`config.mk`:
```
export PLATFORM = sky130hd
export DESIGN_NAME = lqt_top
export DESIGN_NICKNAME = d
export VERILOG_FILES = /design/src/core/lqt_pkg.sv /design/src/core/lqt_top.sv /design/src/core/lqt_conf_timer.sv
export VERILOG_INCLUDE_DIRS = /design/src /design/src/core
export SDC_FILE = /design/constraint.sdc
export NUM_CORES = 1
export LEC_CHECK = 0
export BUFFER_PORTS_ARGS = -buffer_cell sky130_fd_sc_hd__clkbuf_2
export CELL_PAD_IN_SITES_DETAIL_PLACEMENT = 1
export CELL_PAD_IN_SITES_GLOBAL_PLACEMENT = 2
export CORE_MARGIN = 10
export CORE_UTILIZATION = 33
export DETAILED_ROUTE_END_ITERATION = 12
export PLACE_DENSITY_LB_ADDON = 0.1
export SLEW_MARGIN = 30
export SYNTH_ARGS = -nofsm -noshare
export SYNTH_HDL_FRONTEND = slang
export SYNTH_SLANG_ARGS = --single-unit
```
`constraint.sdc`:
```
create_clock -name clock -period 5.49 [get_ports clock]
set_clock_uncertainty 0.2 [all_clocks]
set_input_delay 0.2745 -clock clock [delete_from_list [all_inputs] [get_ports clock]]
set_output_delay 0.2745 -clock clock [all_outputs]
set_load 0.01 [all_outputs]
```
`src/core/lqt_cfg.svh`:
```
// Purpose: named constants of the link qos and timeliness unit
// Assumes: 40 MHz system clock
// Notes: definitions only
`ifndef LQT_CFG_SVH
`define LQT_CFG_SVH
`define LQT_CLK_NS 25
`define LQT_MS_NS 1000000
`define LQT_MS_CYCLES (`LQT_MS_NS / `LQT_CLK_NS)
`define LQT_LEN_W 9
`define LQT_MAX_URGENT 9'h040
`define LQT_MAX_NORMAL 9'h080
`define LQT_MAX_TAVAIL 9'h100
`define LQT_BOUND_W 16
`define LQT_BOUND_MIN 16'h0001
`define LQT_BOUND_MAX 16'hea60
`define LQT_TS_W 32
`define LQT_TS_ZERO 32'h0000_0000
`define LQT_RESID_MS 1000
`endif

```
`src/core/lqt_pkg.sv`:
```
// Purpose: types shared by the link qos and timeliness unit
// Assumes: lqt_cfg.svh supplies widths
// Notes: priority codes grow toward lower urgency, auth codes toward more addressing
`include "lqt_cfg.svh"
package lqt_pkg;
  typedef enum logic [1:0] {LQT_URGENT = 2'h0, LQT_NORMAL = 2'h1, LQT_TAVAIL = 2'h2} lqt_prio_t;
  typedef enum logic [1:0] {LQT_ORDINARY = 2'h0, LQT_SOURCE = 2'h1, LQT_MAXIMAL = 2'h2} lqt_auth_t;
  // remote unitdata also covers the exchange service: both share one bound class
  typedef enum logic [2:0] {
    LQT_SVC_CONNECT = 3'h0, LQT_SVC_REINIT = 3'h1, LQT_SVC_TEARDOWN = 3'h2,
    LQT_SVC_SUBPOLL = 3'h3, LQT_SVC_LISPOLL = 3'h4, LQT_SVC_DATA = 3'h5,
    LQT_SVC_UDATA_LOC = 3'h6, LQT_SVC_UDATA_REM = 3'h7
  } lqt_svc_t;
  typedef enum logic [2:0] {
    LQT_TL_NONE = 3'h0, LQT_TL_RESIDENCE = 3'h1, LQT_TL_UPDATE = 3'h2,
    LQT_TL_SYNC = 3'h3, LQT_TL_TRANSPARENT = 3'h4
  } lqt_tmode_t;
  typedef enum logic [1:0] {LQT_ST_IDLE = 2'b00, LQT_ST_DEFER = 2'b01, LQT_ST_WAIT = 2'b11} lqt_state_t;
  typedef enum logic [1:0] {LQT_STS_OK = 2'h0, LQT_STS_TIMEOUT = 2'h1, LQT_STS_OVERSIZE = 2'h2} lqt_status_t;
  typedef struct packed {
    logic unlim;
    logic [`LQT_BOUND_W-1:0] ms;
  } lqt_bound_t;
  typedef struct packed {
    lqt_svc_t svc;
    logic has_prio;
    lqt_prio_t prio;
    logic has_bound;
    lqt_bound_t bound;
    logic [`LQT_LEN_W-1:0] len;
  } lqt_req_t;
endpackage

```
`src/core/lqt_top.sv`:
```
// Purpose: qos, scheduling and timeliness logic of a link entity
// Assumes: one request outstanding at a time; inputs synchronous to clock
// Notes: one retentive or non-retentive buffer holds one data unit
// Behaviour
// - three priorities carry 64/128/256 octets
// - missing priority defaults to time-available
// - negotiated priority only goes down
// - bounds unlimited or 1 ms to 60 s
// - unlimited bound never reports timeout
// - delay measured from request to confirm
// - coarse timers round bound up
// - bounds default to unlimited
// - auth level picks addressing and reporting
// - auth defaults ordinary, negotiates only up
// - explicit scheduling holds data until released
// - each release frees exactly one request
// - connection support services never deferred
// - scheduling default implicit, not management set
// - residence: read minus write below window
// - update: write minus sync below window
// - transparent keeps prior timeliness, else true
// - no timeliness always reports false
// - put stamp hidden when untimely
// - non-retentive buffer empties on read
module lqt_top import lqt_pkg::*; #(
  parameter int MS_CYCLES = `LQT_MS_CYCLES,
  parameter int RESID_MS = `LQT_RESID_MS,
  parameter int DW = 32
) (
  input wire logic clock, // 40 MHz system clock
  input wire logic resetn, // async reset, active low
  input wire logic req_valid, // user request present
  input wire lqt_req_t req, // request fields
  input wire logic user_explicit, // user scheduling choice
  input wire logic release_req, // release one deferred request
  input wire logic confirm_in, // matching confirm or completion
  input wire logic def_prio_set, // management set a default priority
  input wire lqt_prio_t def_prio, // management default priority
  input wire logic def_bound_set, // management set default bounds
  input wire lqt_bound_t def_conn_bound, // default setup-class bound
  input wire lqt_bound_t def_data_bound, // default data-class bound
  input wire logic def_auth_set, // management set a default auth
  input wire lqt_auth_t def_auth, // management default auth
  input wire logic neg_valid, // connection negotiation result in
  input wire lqt_prio_t neg_req_prio, // priority asked for
  input wire lqt_prio_t neg_offer_prio, // priority offered by peer
  input wire lqt_auth_t neg_offer_auth, // auth offered by peer
  input wire lqt_tmode_t tmode, // timeliness kind
  input wire logic [`LQT_TS_W-1:0] window_ms, // timeliness window
  input wire logic retentive, // buffer keeps data after read
  input wire logic buf_wr, // buffer write (put or reception)
  input wire logic [DW-1:0] buf_wr_data, // data written
  input wire logic buf_wr_has_tl, // write carries prior timeliness
  input wire logic buf_wr_tl, // prior timeliness value
  input wire logic buf_rd, // buffer read (get or transmission)
  input wire logic sync_event, // buffer filled or transmitted event
  output logic req_ready, // idle, next request taken
  output logic issue_valid, // request proceeds to peers
  output lqt_svc_t issue_svc, // service issued
  output lqt_prio_t issue_prio, // priority in effect
  output logic issue_time_crit, // urgent or normal
  output logic done_valid, // request finished
  output lqt_status_t done_status, // completion status
  output lqt_prio_t conn_prio, // negotiated priority
  output lqt_auth_t auth_level, // auth level in effect
  output logic src_addr_en, // add source address
  output logic local_sched, // run scheduling locally
  output logic residual_report, // low-rate state report pulse
  output logic [`LQT_TS_W-1:0] time_now, // millisecond time
  output logic rd_valid, // read result valid
  output logic [DW-1:0] rd_data, // data read
  output logic rd_timely, // timeliness of data read
  output logic [`LQT_TS_W-1:0] rd_stamp, // write time, zero if untimely
  output logic buf_full // buffer holds a unit
);
  localparam int TW = `LQT_TS_W;
  localparam int RW = $clog2(RESID_MS + 1);

  if (MS_CYCLES < 2 || RESID_MS < 1 || DW < 1) begin : g_chk
    $error("lqt_top: unsupported parameter values");
  end

  function automatic logic [1:0] lower_of(input logic [1:0] a, input logic [1:0] b);
    return (a > b) ? a : b;
  endfunction

  function automatic logic exempt(input lqt_svc_t s);
    return !(s == LQT_SVC_DATA || s == LQT_SVC_UDATA_LOC || s == LQT_SVC_UDATA_REM);
  endfunction

  function automatic logic [`LQT_LEN_W-1:0] max_len(input lqt_prio_t p);
    case (p)
      LQT_URGENT: return `LQT_MAX_URGENT;
      LQT_NORMAL: return `LQT_MAX_NORMAL;
      default: return `LQT_MAX_TAVAIL;
    endcase
  endfunction

  // time base
  logic [$clog2(MS_CYCLES)-1:0] div_ff, nxt_div;
  logic tick_ff, nxt_tick;
  logic [TW-1:0] now_ff, nxt_now;

  always_comb begin
    nxt_tick = 1'b0;
    nxt_now = now_ff;
    nxt_div = div_ff + 1'b1;
    if (div_ff == $bits(div_ff)'(MS_CYCLES - 1)) begin
      nxt_div = '0;
      nxt_tick = 1'b1;
      nxt_now = now_ff + 1'b1;
    end
  end

  always_ff @(posedge clock or negedge resetn) begin
    if (!resetn) begin
      div_ff <= '0;
      tick_ff <= 1'b0;
      now_ff <= `LQT_TS_ZERO;
    end else begin
      div_ff <= nxt_div;
      tick_ff <= nxt_tick;
      now_ff <= nxt_now;
    end
  end

  // request sequencing
  lqt_state_t st_ff, nxt_st;
  lqt_svc_t svc_ff, nxt_svc;
  lqt_prio_t prio_ff, nxt_prio;
  logic unlim_ff, nxt_unlim;
  logic iss_ff, nxt_iss, crit_ff, nxt_crit, done_ff, nxt_done, rdy_ff, nxt_rdy;
  lqt_status_t sts_ff, nxt_sts;
  lqt_prio_t eff_prio;
  lqt_bound_t eff_bound, dflt_bound;
  logic accept, tmr_start, tmr_stop, tmr_to;

  always_comb begin
    accept = req_valid && rdy_ff;
    eff_prio = req.has_prio ? req.prio : (def_prio_set ? def_prio : LQT_TAVAIL);
    dflt_bound = exempt(req.svc) || req.svc == LQT_SVC_UDATA_REM ? def_conn_bound : def_data_bound;
    if (!def_bound_set) begin
      dflt_bound = '{unlim: 1'b1, ms: '0};
    end
    eff_bound = req.has_bound ? req.bound : dflt_bound;
    // clamp to 1 ms .. 60 s
    if (eff_bound.ms < `LQT_BOUND_MIN) begin
      eff_bound.ms = `LQT_BOUND_MIN;
    end else if (eff_bound.ms > `LQT_BOUND_MAX) begin
      eff_bound.ms = `LQT_BOUND_MAX;
    end
    nxt_st = st_ff;
    nxt_svc = svc_ff;
    nxt_prio = prio_ff;
    nxt_unlim = unlim_ff;
    nxt_iss = 1'b0;
    nxt_crit = crit_ff;
    nxt_done = 1'b0;
    nxt_sts = sts_ff;
    tmr_start = 1'b0;
    tmr_stop = 1'b0;
    case (st_ff)
      LQT_ST_IDLE: begin
        if (accept) begin
          nxt_svc = req.svc;
          nxt_prio = eff_prio;
          nxt_crit = (eff_prio != LQT_TAVAIL);
          nxt_unlim = eff_bound.unlim;
          if (req.len > max_len(eff_prio)) begin
            nxt_done = 1'b1;
            nxt_sts = LQT_STS_OVERSIZE;
          end else begin
            tmr_start = 1'b1;
            if (user_explicit && !exempt(req.svc)) begin
              nxt_st = LQT_ST_DEFER;
            end else begin
              nxt_st = LQT_ST_WAIT;
              nxt_iss = 1'b1;
            end
          end
        end
      end
      LQT_ST_DEFER: begin
        if (tmr_to) begin
          nxt_st = LQT_ST_IDLE;
          nxt_done = 1'b1;
          nxt_sts = LQT_STS_TIMEOUT;
        end else if (release_req) begin
          nxt_st = LQT_ST_WAIT;
          nxt_iss = 1'b1;
        end
      end
      LQT_ST_WAIT: begin
        // a confirm racing the expiry wins: the peer did answer in time
        if (confirm_in) begin
          tmr_stop = 1'b1;
          nxt_st = LQT_ST_IDLE;
          nxt_done = 1'b1;
          nxt_sts = LQT_STS_OK;
        end else if (tmr_to) begin
          nxt_st = LQT_ST_IDLE;
          nxt_done = 1'b1;
          nxt_sts = LQT_STS_TIMEOUT;
        end
      end
      default: nxt_st = LQT_ST_IDLE;
    endcase
    nxt_rdy = (nxt_st == LQT_ST_IDLE);
  end

  always_ff @(posedge clock or negedge resetn) begin
    if (!resetn) begin
      st_ff <= LQT_ST_IDLE;
      svc_ff <= LQT_SVC_CONNECT;
      prio_ff <= LQT_TAVAIL;
      unlim_ff <= 1'b1;
      iss_ff <= 1'b0;
      crit_ff <= 1'b0;
      done_ff <= 1'b0;
      sts_ff <= LQT_STS_OK;
      rdy_ff <= 1'b0;
    end else begin
      st_ff <= nxt_st;
      svc_ff <= nxt_svc;
      prio_ff <= nxt_prio;
      unlim_ff <= nxt_unlim;
      iss_ff <= nxt_iss;
      crit_ff <= nxt_crit;
      done_ff <= nxt_done;
      sts_ff <= nxt_sts;
      rdy_ff <= nxt_rdy;
    end
  end

  lqt_conf_timer #(.BW(`LQT_BOUND_W)) u_timer (
    .clock(clock),
    .resetn(resetn),
    .start(tmr_start),
    .stop(tmr_stop),
    .unlim(eff_bound.unlim),
    .bound_ms(eff_bound.ms),
    .ms_tick(tick_ff),
    .timeout(tmr_to)
  );

  // negotiation and authentication
  lqt_prio_t cprio_ff, nxt_cprio;
  lqt_auth_t auth_ff, nxt_auth;
  logic auth_init_ff, nxt_auth_init, resid_ff, nxt_resid;
  logic src_ff, nxt_src, loc_ff, nxt_loc;
  logic [RW-1:0] rcnt_ff, nxt_rcnt;

  always_comb begin
    nxt_cprio = cprio_ff;
    nxt_auth = auth_ff;
    nxt_auth_init = 1'b1;
    // ordinary unless managed, taken after reset
    if (!auth_init_ff) begin
      nxt_auth = def_auth_set ? def_auth : LQT_ORDINARY;
    end else if (neg_valid) begin
      nxt_cprio = lqt_prio_t'(lower_of(neg_req_prio, neg_offer_prio));
      nxt_auth = lqt_auth_t'(lower_of(auth_ff, neg_offer_auth));
    end
    // addressing follows the level in effect
    nxt_src = (nxt_auth != LQT_ORDINARY);
    nxt_loc = (nxt_auth == LQT_MAXIMAL);
    nxt_resid = 1'b0;
    nxt_rcnt = rcnt_ff;
    if (auth_ff != LQT_MAXIMAL || st_ff != LQT_ST_IDLE) begin
      nxt_rcnt = '0;
    end else if (tick_ff) begin
      nxt_rcnt = rcnt_ff + 1'b1;
      if (rcnt_ff == RW'(RESID_MS - 1)) begin
        nxt_rcnt = '0;
        nxt_resid = 1'b1;
      end
    end
  end

  always_ff @(posedge clock or negedge resetn) begin
    if (!resetn) begin
      cprio_ff <= LQT_TAVAIL;
      auth_ff <= LQT_ORDINARY;
      auth_init_ff <= 1'b0;
      src_ff <= 1'b0;
      loc_ff <= 1'b0;
      resid_ff <= 1'b0;
      rcnt_ff <= '0;
    end else begin
      cprio_ff <= nxt_cprio;
      auth_ff <= nxt_auth;
      auth_init_ff <= nxt_auth_init;
      src_ff <= nxt_src;
      loc_ff <= nxt_loc;
      resid_ff <= nxt_resid;
      rcnt_ff <= nxt_rcnt;
    end
  end

  // buffer and timeliness
  logic full_ff, nxt_full, has_tl_ff, nxt_has_tl, ptl_ff, nxt_ptl, upd_ff, nxt_upd;
  logic sseen_ff, nxt_sseen, wafter_ff, nxt_wafter, rv_ff, nxt_rv, rtl_ff, nxt_rtl;
  logic [DW-1:0] data_ff, nxt_data, rd_ff, nxt_rd;
  logic [TW-1:0] wt_ff, nxt_wt, st_t_ff, nxt_st_t, stamp_ff, nxt_stamp;
  logic tl;

  always_comb begin
    nxt_full = full_ff;
    nxt_has_tl = has_tl_ff;
    nxt_ptl = ptl_ff;
    nxt_upd = upd_ff;
    nxt_data = data_ff;
    nxt_wt = wt_ff;
    nxt_sseen = sseen_ff || sync_event;
    nxt_st_t = sync_event ? now_ff : st_t_ff;
    // a sync after the write makes write minus sync negative
    nxt_wafter = sync_event ? 1'b0 : wafter_ff;
    nxt_rv = 1'b0;
    nxt_rd = rd_ff;
    nxt_rtl = rtl_ff;
    nxt_stamp = stamp_ff;
    tl = 1'b0;
    case (tmode)
      LQT_TL_RESIDENCE: tl = (now_ff - wt_ff) < window_ms;
      LQT_TL_UPDATE: tl = upd_ff;
      LQT_TL_SYNC: tl = wafter_ff && ((now_ff - st_t_ff) < window_ms);
      LQT_TL_TRANSPARENT: tl = has_tl_ff ? ptl_ff : 1'b1;
      default: tl = 1'b0;
    endcase
    if (buf_rd && full_ff) begin
      nxt_rv = 1'b1;
      nxt_rd = data_ff;
      nxt_rtl = tl;
      nxt_stamp = tl ? wt_ff : `LQT_TS_ZERO;
      nxt_full = retentive;
    end
    // a write in the read cycle lands after the read, so it is never lost
    if (buf_wr) begin
      nxt_full = 1'b1;
      nxt_data = buf_wr_data;
      nxt_wt = now_ff;
      nxt_has_tl = buf_wr_has_tl;
      nxt_ptl = buf_wr_tl;
      nxt_wafter = sseen_ff || sync_event;
      // a sync in the write cycle is zero distance, still bounded by the window
      nxt_upd = nxt_wafter && ((now_ff - nxt_st_t) < window_ms);
    end
  end

  always_ff @(posedge clock or negedge resetn) begin
    if (!resetn) begin
      full_ff <= 1'b0;
      has_tl_ff <= 1'b0;
      ptl_ff <= 1'b0;
      upd_ff <= 1'b0;
      sseen_ff <= 1'b0;
      wafter_ff <= 1'b0;
      rv_ff <= 1'b0;
      rtl_ff <= 1'b0;
      data_ff <= '0;
      rd_ff <= '0;
      wt_ff <= `LQT_TS_ZERO;
      st_t_ff <= `LQT_TS_ZERO;
      stamp_ff <= `LQT_TS_ZERO;
    end else begin
      full_ff <= nxt_full;
      has_tl_ff <= nxt_has_tl;
      ptl_ff <= nxt_ptl;
      upd_ff <= nxt_upd;
      sseen_ff <= nxt_sseen;
      wafter_ff <= nxt_wafter;
      rv_ff <= nxt_rv;
      rtl_ff <= nxt_rtl;
      data_ff <= nxt_data;
      rd_ff <= nxt_rd;
      wt_ff <= nxt_wt;
      st_t_ff <= nxt_st_t;
      stamp_ff <= nxt_stamp;
    end
  end

  assign req_ready = rdy_ff;
  assign issue_valid = iss_ff;
  assign issue_svc = svc_ff;
  assign issue_prio = prio_ff;
  assign issue_time_crit = crit_ff;
  assign done_valid = done_ff;
  assign done_status = sts_ff;
  assign conn_prio = cprio_ff;
  assign auth_level = auth_ff;
  assign src_addr_en = src_ff;
  assign local_sched = loc_ff;
  assign residual_report = resid_ff;
  assign time_now = now_ff;
  assign rd_valid = rv_ff;
  assign rd_data = rd_ff;
  assign rd_timely = rtl_ff;
  assign rd_stamp = stamp_ff;
  assign buf_full = full_ff;
endmodule // lqt_top

```
`src/core/lqt_conf_timer.sv`:
```
// Purpose: confirm-delay supervisor for one outstanding request
// Assumes: ms_tick is a one-cycle pulse once per millisecond
// Notes: fires between bound and bound+1 ms after start, never early
module lqt_conf_timer import lqt_pkg::*; #(
  parameter int BW = `LQT_BOUND_W
) (
  input wire logic clock, // system clock
  input wire logic resetn, // async reset, active low
  input wire logic start, // arm with a new bound
  input wire logic stop, // disarm, request finished
  input wire logic unlim, // bound is unlimited
  input wire logic [BW-1:0] bound_ms, // bound in ms
  input wire logic ms_tick, // millisecond pulse
  output logic timeout // one-cycle expiry pulse
);
  logic armed_ff, nxt_armed;
  logic unlim_ff, nxt_unlim;
  logic [BW-1:0] left_ff, nxt_left;
  logic timeout_ff, nxt_timeout;

  always_comb begin
    nxt_armed = armed_ff;
    nxt_unlim = unlim_ff;
    nxt_left = left_ff;
    nxt_timeout = 1'b0;
    if (start) begin
      nxt_armed = 1'b1;
      nxt_unlim = unlim;
      nxt_left = bound_ms;
    end else if (stop) begin
      nxt_armed = 1'b0;
    end else if (armed_ff && ms_tick && !unlim_ff) begin
      if (left_ff == '0) begin
        nxt_armed = 1'b0;
        nxt_timeout = 1'b1;
      end else begin
        nxt_left = left_ff - 1'b1;
      end
    end
  end

  always_ff @(posedge clock or negedge resetn) begin
    if (!resetn) begin
      armed_ff <= 1'b0;
      unlim_ff <= 1'b1;
      left_ff <= '0;
      timeout_ff <= 1'b0;
    end else begin
      armed_ff <= nxt_armed;
      unlim_ff <= nxt_unlim;
      left_ff <= nxt_left;
      timeout_ff <= nxt_timeout;
    end
  end

  assign timeout = timeout_ff;
endmodule // lqt_conf_timer

```
==> results of run 1 <==
[power breakdown]
group	total [mW]	internal [mW]	switching [mW]
clock	2.11	1.28	0.837
combinational	0.899	0.396	0.503
sequential	2.29	2.16	0.135
total	5.31	3.83	1.47
[per-layer routing]
layer	share of wire	routed length, um	up-vias
met5	0	0	-
met4	0.020	1217	0
met3	0.032	1908	55
met2	0.46	27550	242
met1	0.48	28850	7680
li1	-	-	7833
[stage by stage]
stage	worst slack [ns]	setup TNS (ns)
final	0.2043	0
after global routing	0.01224	0
after CTS	0.09478	0
after detailed placement	-0.2304	-7.116
after global placement	-0.1578	-4.921
after floorplan	0.3250	0
[cell families (layout without fill, tap and decap cells)]
family	count (synthesis)	in the layout
muxes	83	83
adders and majority gates	202	202
buffers and inverters	218	622
other	1	1
DFF	267	267
xor gates and xnor gates	144	144
and+or+nand+nor	541	541
AOI/OAI and AO/OA	533	533
[repair_timing]
item	4_1_cts	5_1_grt
hold endpoints to repair	149	0
resized for setup	4	13
cloned	0	2
endpoints found under the setup margin	33	33
pin swaps	0	7
hold buffers	76	0
buffers inserted	0	2
[layout by cell type (no fill, tap or decap), drive strengths merged, types with 16 or more instances in the layout]
| cell type | synthesis | final |
|---|---|---|
| o21a | 26 | 26 |
| a21boi | 35 | 35 |
| nand4 | 23 | 23 |
| inv | 174 | 175 |
| or3 | 18 | 18 |
| and3 | 23 | 23 |
| dfrtp | 264 | 264 |
| a21oi | 119 | 119 |
| xnor2 | 91 | 91 |
| xor2 | 53 | 53 |
| a21o | 70 | 70 |
| ha | 199 | 199 |
| nand2b | 16 | 16 |
| nor2b | 21 | 21 |
| nand2 | 184 | 184 |
| nand3 | 60 | 60 |
| a22o | 32 | 32 |
| clkbuf | 35 | 318 |
| mux2 | 75 | 75 |
| nor3 | 32 | 32 |
| dlygate4sd3 | 0 | 76 |
| o21ai | 127 | 127 |
| buf | 9 | 41 |
| nor2 | 113 | 113 |
[worst paths after layout]
check                                    from               end
max reg2reg                       time_now[4]      rd_stamp[30]
min in group asynchronous              resetn       rd_data[27]
max                               time_now[4]      rd_stamp[30]
min reg2reg                   issue_time_crit   issue_time_crit
max in group asynchronous              resetn        data_ff[3]
min                        def_conn_bound[16]  u_timer.unlim_ff
[tightest hold or removal path: stages]
cell and delay (ns):
clkbuf_2 0.07, mux2_2 0.13, o22ai_1 0.09, o21ai_0 0.18
[registers in the layout, indices dropped and copies added, names as in the netlist, 2 cells and up]
name / cells
div_ff: 16
auth_level: 2
data_ff: 32
time_now: 32
u_timer.left_ff: 16
rcnt_ff: 10
st_ff: 2
rd_data: 32
rd_stamp: 32
issue_prio: 2
issue_svc: 3
st_t_ff: 32
wt_ff: 32
done_status: 2
conn_prio: 2
[cell type report]
type                    count  area, um2  share of cell area
inverters                 174      653.1             0.02861
well taps                 748      935.9             0.04100
clock buffers              43      860.8             0.03771
repair buffers            392       2514              0.1101
clock inverters            13      176.4            0.007729
flip-flops and latches    267       6685              0.2929
multi-input cells        1504      11000              0.4819
==> impl_metrics.toml, run 1 <==
[status]
status = "finished clean"

[timing]
holdWs_ns = 0.03084
slew-limit-headroom = 0.5159
fmax_mhz = 189.2
hold_viol = 0
setup_viol = 0
rsz0062_at_grt = "no"
drv_slew = 0
min_period_over_period = 0.9628
period_needed_ns = 5.286
tightest_slew_ns = 0.7261

[logic_synthesis]
ys_seq_elements = 267
yosysUniqueCellTypes = 85
yosysWarnings = 0
postSynthCellCount = 1989
synthTopCellsByArea = "dfrtp_1 36%, ha_1 14%, mux2_2 4.6%, xnor2_1 4.3%, nand2_1 3.7%"
synth_xor_area_frac = 0.06847
synth-compound-area-share = 0.1915
synth-async-reset-ratio = 1.000
synthAdderAreaFrac = 0.1384
yosysTopAreaCellShare = 0.3587
yosysMostFrequentCell = "dfrtp_1"
synth_edf_count = 0
synth_top_family_by_area = "compound AO/OA/AOI/OAI gates"
syn_area_per_cell_um2 = 9.260
synthTopCellsByCount = "264 x dfrtp_1, 199 x ha_1, 184 x nand2_1"
yosysSeqAreaShare = 0.3630
synth_flop_cell = "dfrtp_1"
syn_nets = 2351
yosys.area.top_type = "dfrtp_1"
synth_mux_area_frac = 0.05020
synthSimpleGateAreaFrac = 0.1417
syn_area_um2 = 18420

[routing]
drc = 0
vias_per_cell = 5.033
wire_per_inst_um = 18.95
first_pass_iters = 4
vias = 15810
route.antenna.remaining_nets = 0
drt-initial-drc-count = 520
wl_mm = 59.52

[global_route]
antenna_found_initial = 0
met1_usage = 0.2387
grtUsageMet3 = 0.02259
grt_usage = 0.1779
grt_overflow = 0
busiest_layer = "met2"
grt_max_degree = 101
grt_pass1_vias = 17310
grt_use_met2 = 0.2983
grt_pass1_wl_mm = 96.20

[final_layout]
design_area_um2 = 22830
syn_to_final_growth_pct = 23.92
fillerInstances = 6404
num-nets-final = 2732
final-instance-count-excl-fill = 3141
fin_util = 0.4135
n_antenna_cell = 0
layout-drive-gt1-share = 0.2023

[floorplan]
start_util = 0.3337
die_height_um = 256.3
io_pins = 277
rows = 86
core_um2 = 55200
die_w_um = 256.3
die_area_um2 = 65660

[worst_setup_path]
required_ns = 5.75
crit_chain = "ha_1 -> a21o_1 -> or3_1 -> o22a_1 -> a2111o_1 -> a31oi_1 -> a31oi_1 -> a21oi_1 -> a21oi_1 -> xor2_1 -> ha_1 -> nand3_2 -> nor4_4 -> and3_4 -> a41o_1 -> o32ai_4 -> buf_4 -> clkbuf_16 -> a22o_1"
arrival_ns = 5.54
cpPeakStageDelay_ns = 0.50
path_buf_inv = 2
path_class = "flop to flop"
cp-start-kind = "flop"
cp_max_fo = 8
worst-path-stages = 19
end_kind = "flop"
cpLargestDelayFamily = "compound AO/OA/AOI/OAI gates"
r2r_slack_ns = 0.20
crit_path_top_delay_cell = "a2111o_1"
reg2reg_depth = 19

[pwr]
finalPower_mw = 5.307
power_leakage_nw = 11.56
peakVddDrop_mv = 0.1767
p_per_area_nw_per_um2 = 232.5

[clocking]
h-tree-depth = 1
clk_latency_ns = 0.57
cts_made_buffers = 31
cts-root-buf = "clkbuf_16"
clkTransAtPathRegs_ns = 0.06
tritoncts = "built"
clk_path_buf_depth = 3
clock-sinks = 267

[placed_design]
io_buffers = 276
place_area_um2 = 20880
gp_congestion = 0.8497
place_inst = 3005
dp_hpwl_mm = 47.46

[flow_run]
max-cap-violations = 0

[min_path]
worstHoldPathType = "input port to flop"
whs_path_depth = 4
No activity file was read; power rests on OpenSTA's default activity.
==> inputs of run 2 (changes only) <==
--- a/config.mk
+++ b/config.mk
@@ -9,11 +9,13 @@
 export BUFFER_PORTS_ARGS = -buffer_cell sky130_fd_sc_hd__clkbuf_2
 export CELL_PAD_IN_SITES_DETAIL_PLACEMENT = 1
 export CELL_PAD_IN_SITES_GLOBAL_PLACEMENT = 2
-export CORE_MARGIN = 10
+export CORE_MARGIN = 2
 export CORE_UTILIZATION = 33
 export DETAILED_ROUTE_END_ITERATION = 12
 export PLACE_DENSITY_LB_ADDON = 0.1
+export RECOVER_POWER = 25
 export SLEW_MARGIN = 30
 export SYNTH_ARGS = -nofsm -noshare
 export SYNTH_HDL_FRONTEND = slang
 export SYNTH_SLANG_ARGS = --single-unit
+export TNS_END_PERCENT = 20
==> run 2 against run 1 <==
Net effect: the run now ends with max-capacitance violations, max-slew violations left; total power is 5.2% higher; final area up 0.63%; non-clock buffer count down 6; clock power up 15%; maximum frequency grew 0.56%; critical path depth up 1; wire length is 4.0% lower; sequential power about the same; largest cell class unchanged; sequential share of layout area fell by 0.17 points; first-iteration DRC count grew 15%.
==> impl_metrics.toml, run 2 (synthesis gave the netlist of run 1 again) <==
[status]
status = "finished, violations left"
violations = "max-capacitance violations, max-slew violations"

[flow_run]
max-cap-violations = 3

[final_layout]
syn_to_final_growth_pct = 24.71
layout-drive-gt1-share = 0.2069
fin_util = 0.4169
final_cell_mix = "274 x clkbuf_2, 262 x dfrtp_1, 199 x ha_1, 184 x nand2_1, 174 x inv_1"
num-nets-final = 2729
final_common_cell = "clkbuf_2"
n_antenna_cell = 0

[global_route]
grt_usage = 0.1975
grt_pass1_vias = 16780
grt_max_degree = 157
grt_pass1_wl_mm = 90.26
antenna_found_initial = 0
grt_overflow = 0

[worst_setup_path]
required_ns = 5.71
crit_end = "rd_stamp[0]"
end_kind = "flop"
reg2reg_from = "time_now[3]"
cp-start-kind = "flop"
cp_max_fo = 16
r2r-end = "rd_stamp[0]"
arrival_ns = 5.48
startpoint = "time_now[3]"
reg2reg_depth = 20
r2r_slack_ns = 0.23
path_class = "flop to flop"

[routing]
wl_mm = 57.14
drc = 0
first_pass_iters = 5
route.antenna.remaining_nets = 0
vias_per_cell = 5.039
drt-initial-drc-count = 599
vias = 15830
wire_per_inst_um = 18.19

[timing]
holdWs_ns = 0.05379
finalSetupTns_ns = 0
drv_slew = 153
hold_viol = 0
tightest_slew_ns = 3.124
fmax_mhz = 190.2
slew-limit-headroom = -1.083
setup_viol = 0
min_period_over_period = 0.9574
fin_ws_ns = 0.2337
period_needed_ns = 5.256

[pwr]
finalPower_mw = 5.582
p_per_area_nw_per_um2 = 243.0
power_leakage_nw = 11.63
peakVddDrop_mv = 0.1721

[placed_design]
io_buffers = 276
place_worst_setup_slack_ns = -0.1780
dp_hpwl_mm = 44.49
gp_congestion = 0.8281

[clocking]
cts-root-buf = "clkbuf_16"
clk_latency_ns = 0.54
cts_made_buffers = 34
clock-sinks = 267
clkTransAtPathRegs_ns = 0.06
h-tree-depth = 2
tritoncts = "built"
clk_path_buf_depth = 3

[floorplan]
io_pins = 277
die_w_um = 240.3
die_height_um = 240.3
start_util = 0.3343
core_um2 = 55090
rows = 86
die_area_um2 = 57720

[min_path]
worstHoldPathType = "input port to flop"
[run 2: cell types whose count changed in the layout (fill, tap and decap cells not counted), sizes merged]
cell,previous run,this run
bufinv,4,5
inv,175,176
clkinv,5,8
dlygate4sd3,76,72
clkinvlp,3,2
buf,41,36
clkbuf,318,323
[run 2: worst min-delay path by stage]
stage / from / to / depth (start not counted)
final: def_conn_bound[9] / u_timer.left_ff[9] / 4
after global routing: def_conn_bound[9] / u_timer.left_ff[9] / 4
after CTS: resetn / conn_prio[0] / 2
after detailed placement: resetn / conn_prio[0] / 1
after global placement: resetn / conn_prio[0] / 1
after floorplan: resetn / auth_init_ff / 0
[run 2: final cells by class]
class / count / area [um2]
inverter: 174 / 653.1
timing repair buffer: 386 / 2456
clock inverter: 17 / 249.0
clock buffer: 45 / 973.4
sequential: 267 / 6688
multi-input combinational: 1504 / 11010
fill: 6429 / 32120
tap: 748 / 935.9
[run 2: what timing repair did]
action | 4_1_cts | 5_1_grt
setup endpoints to repair | 33 | 34
endpoints found under the hold margin | 114 | 0
cloned | 0 | 1
hold buffers | 72 | 0
pin swaps | 0 | 6
resized for setup | 3 | 23
buffers inserted | 0 | 2
[run 2: where the power goes]
part	internal (mW)	switching, mW
Combinational	0.392	0.486
Sequential	2.16	0.127
Clock	1.50	0.919
Total	4.05	1.53
[run 2: critical path, cell delays in order (launching register included)]
cell and delay [ns]:
dfrtp_1 0.46, buf_4 0.21, ha_1 0.22, a21o_1 0.20, or3_1 0.31, o22a_2 0.26
a2111o_1 0.50, a31oi_4 0.21, a31oi_1 0.16, o21ai_0 0.21, a21oi_1 0.12, xnor2_1 0.15
ha_1 0.34, nand3_1 0.17, nor4_4 0.35, and3_2 0.28, a41o_1 0.15, o32ai_4 0.11
buf_12 0.16, clkbuf_16 0.17, a22o_1 0.18
[run 2: metal layers]
layer | global-route usage | vias up | routed length [um]
li1 | - | 7850 | -
met1 | 0.2696 | 7657 | 27340
met2 | 0.3290 | 256 | 26650
met3 | 0.02618 | 65 | 1943
met4 | 0.05082 | 0 | 1201
met5 | 0 | - | 0
[run 2: stage by stage]
step	instance area, um2	std cells
floorplan	18420	1989
global placement	20840	3003
detailed placement	20850	3003
CTS	22810	3137
global route	22970	3141
finish	22970	3141
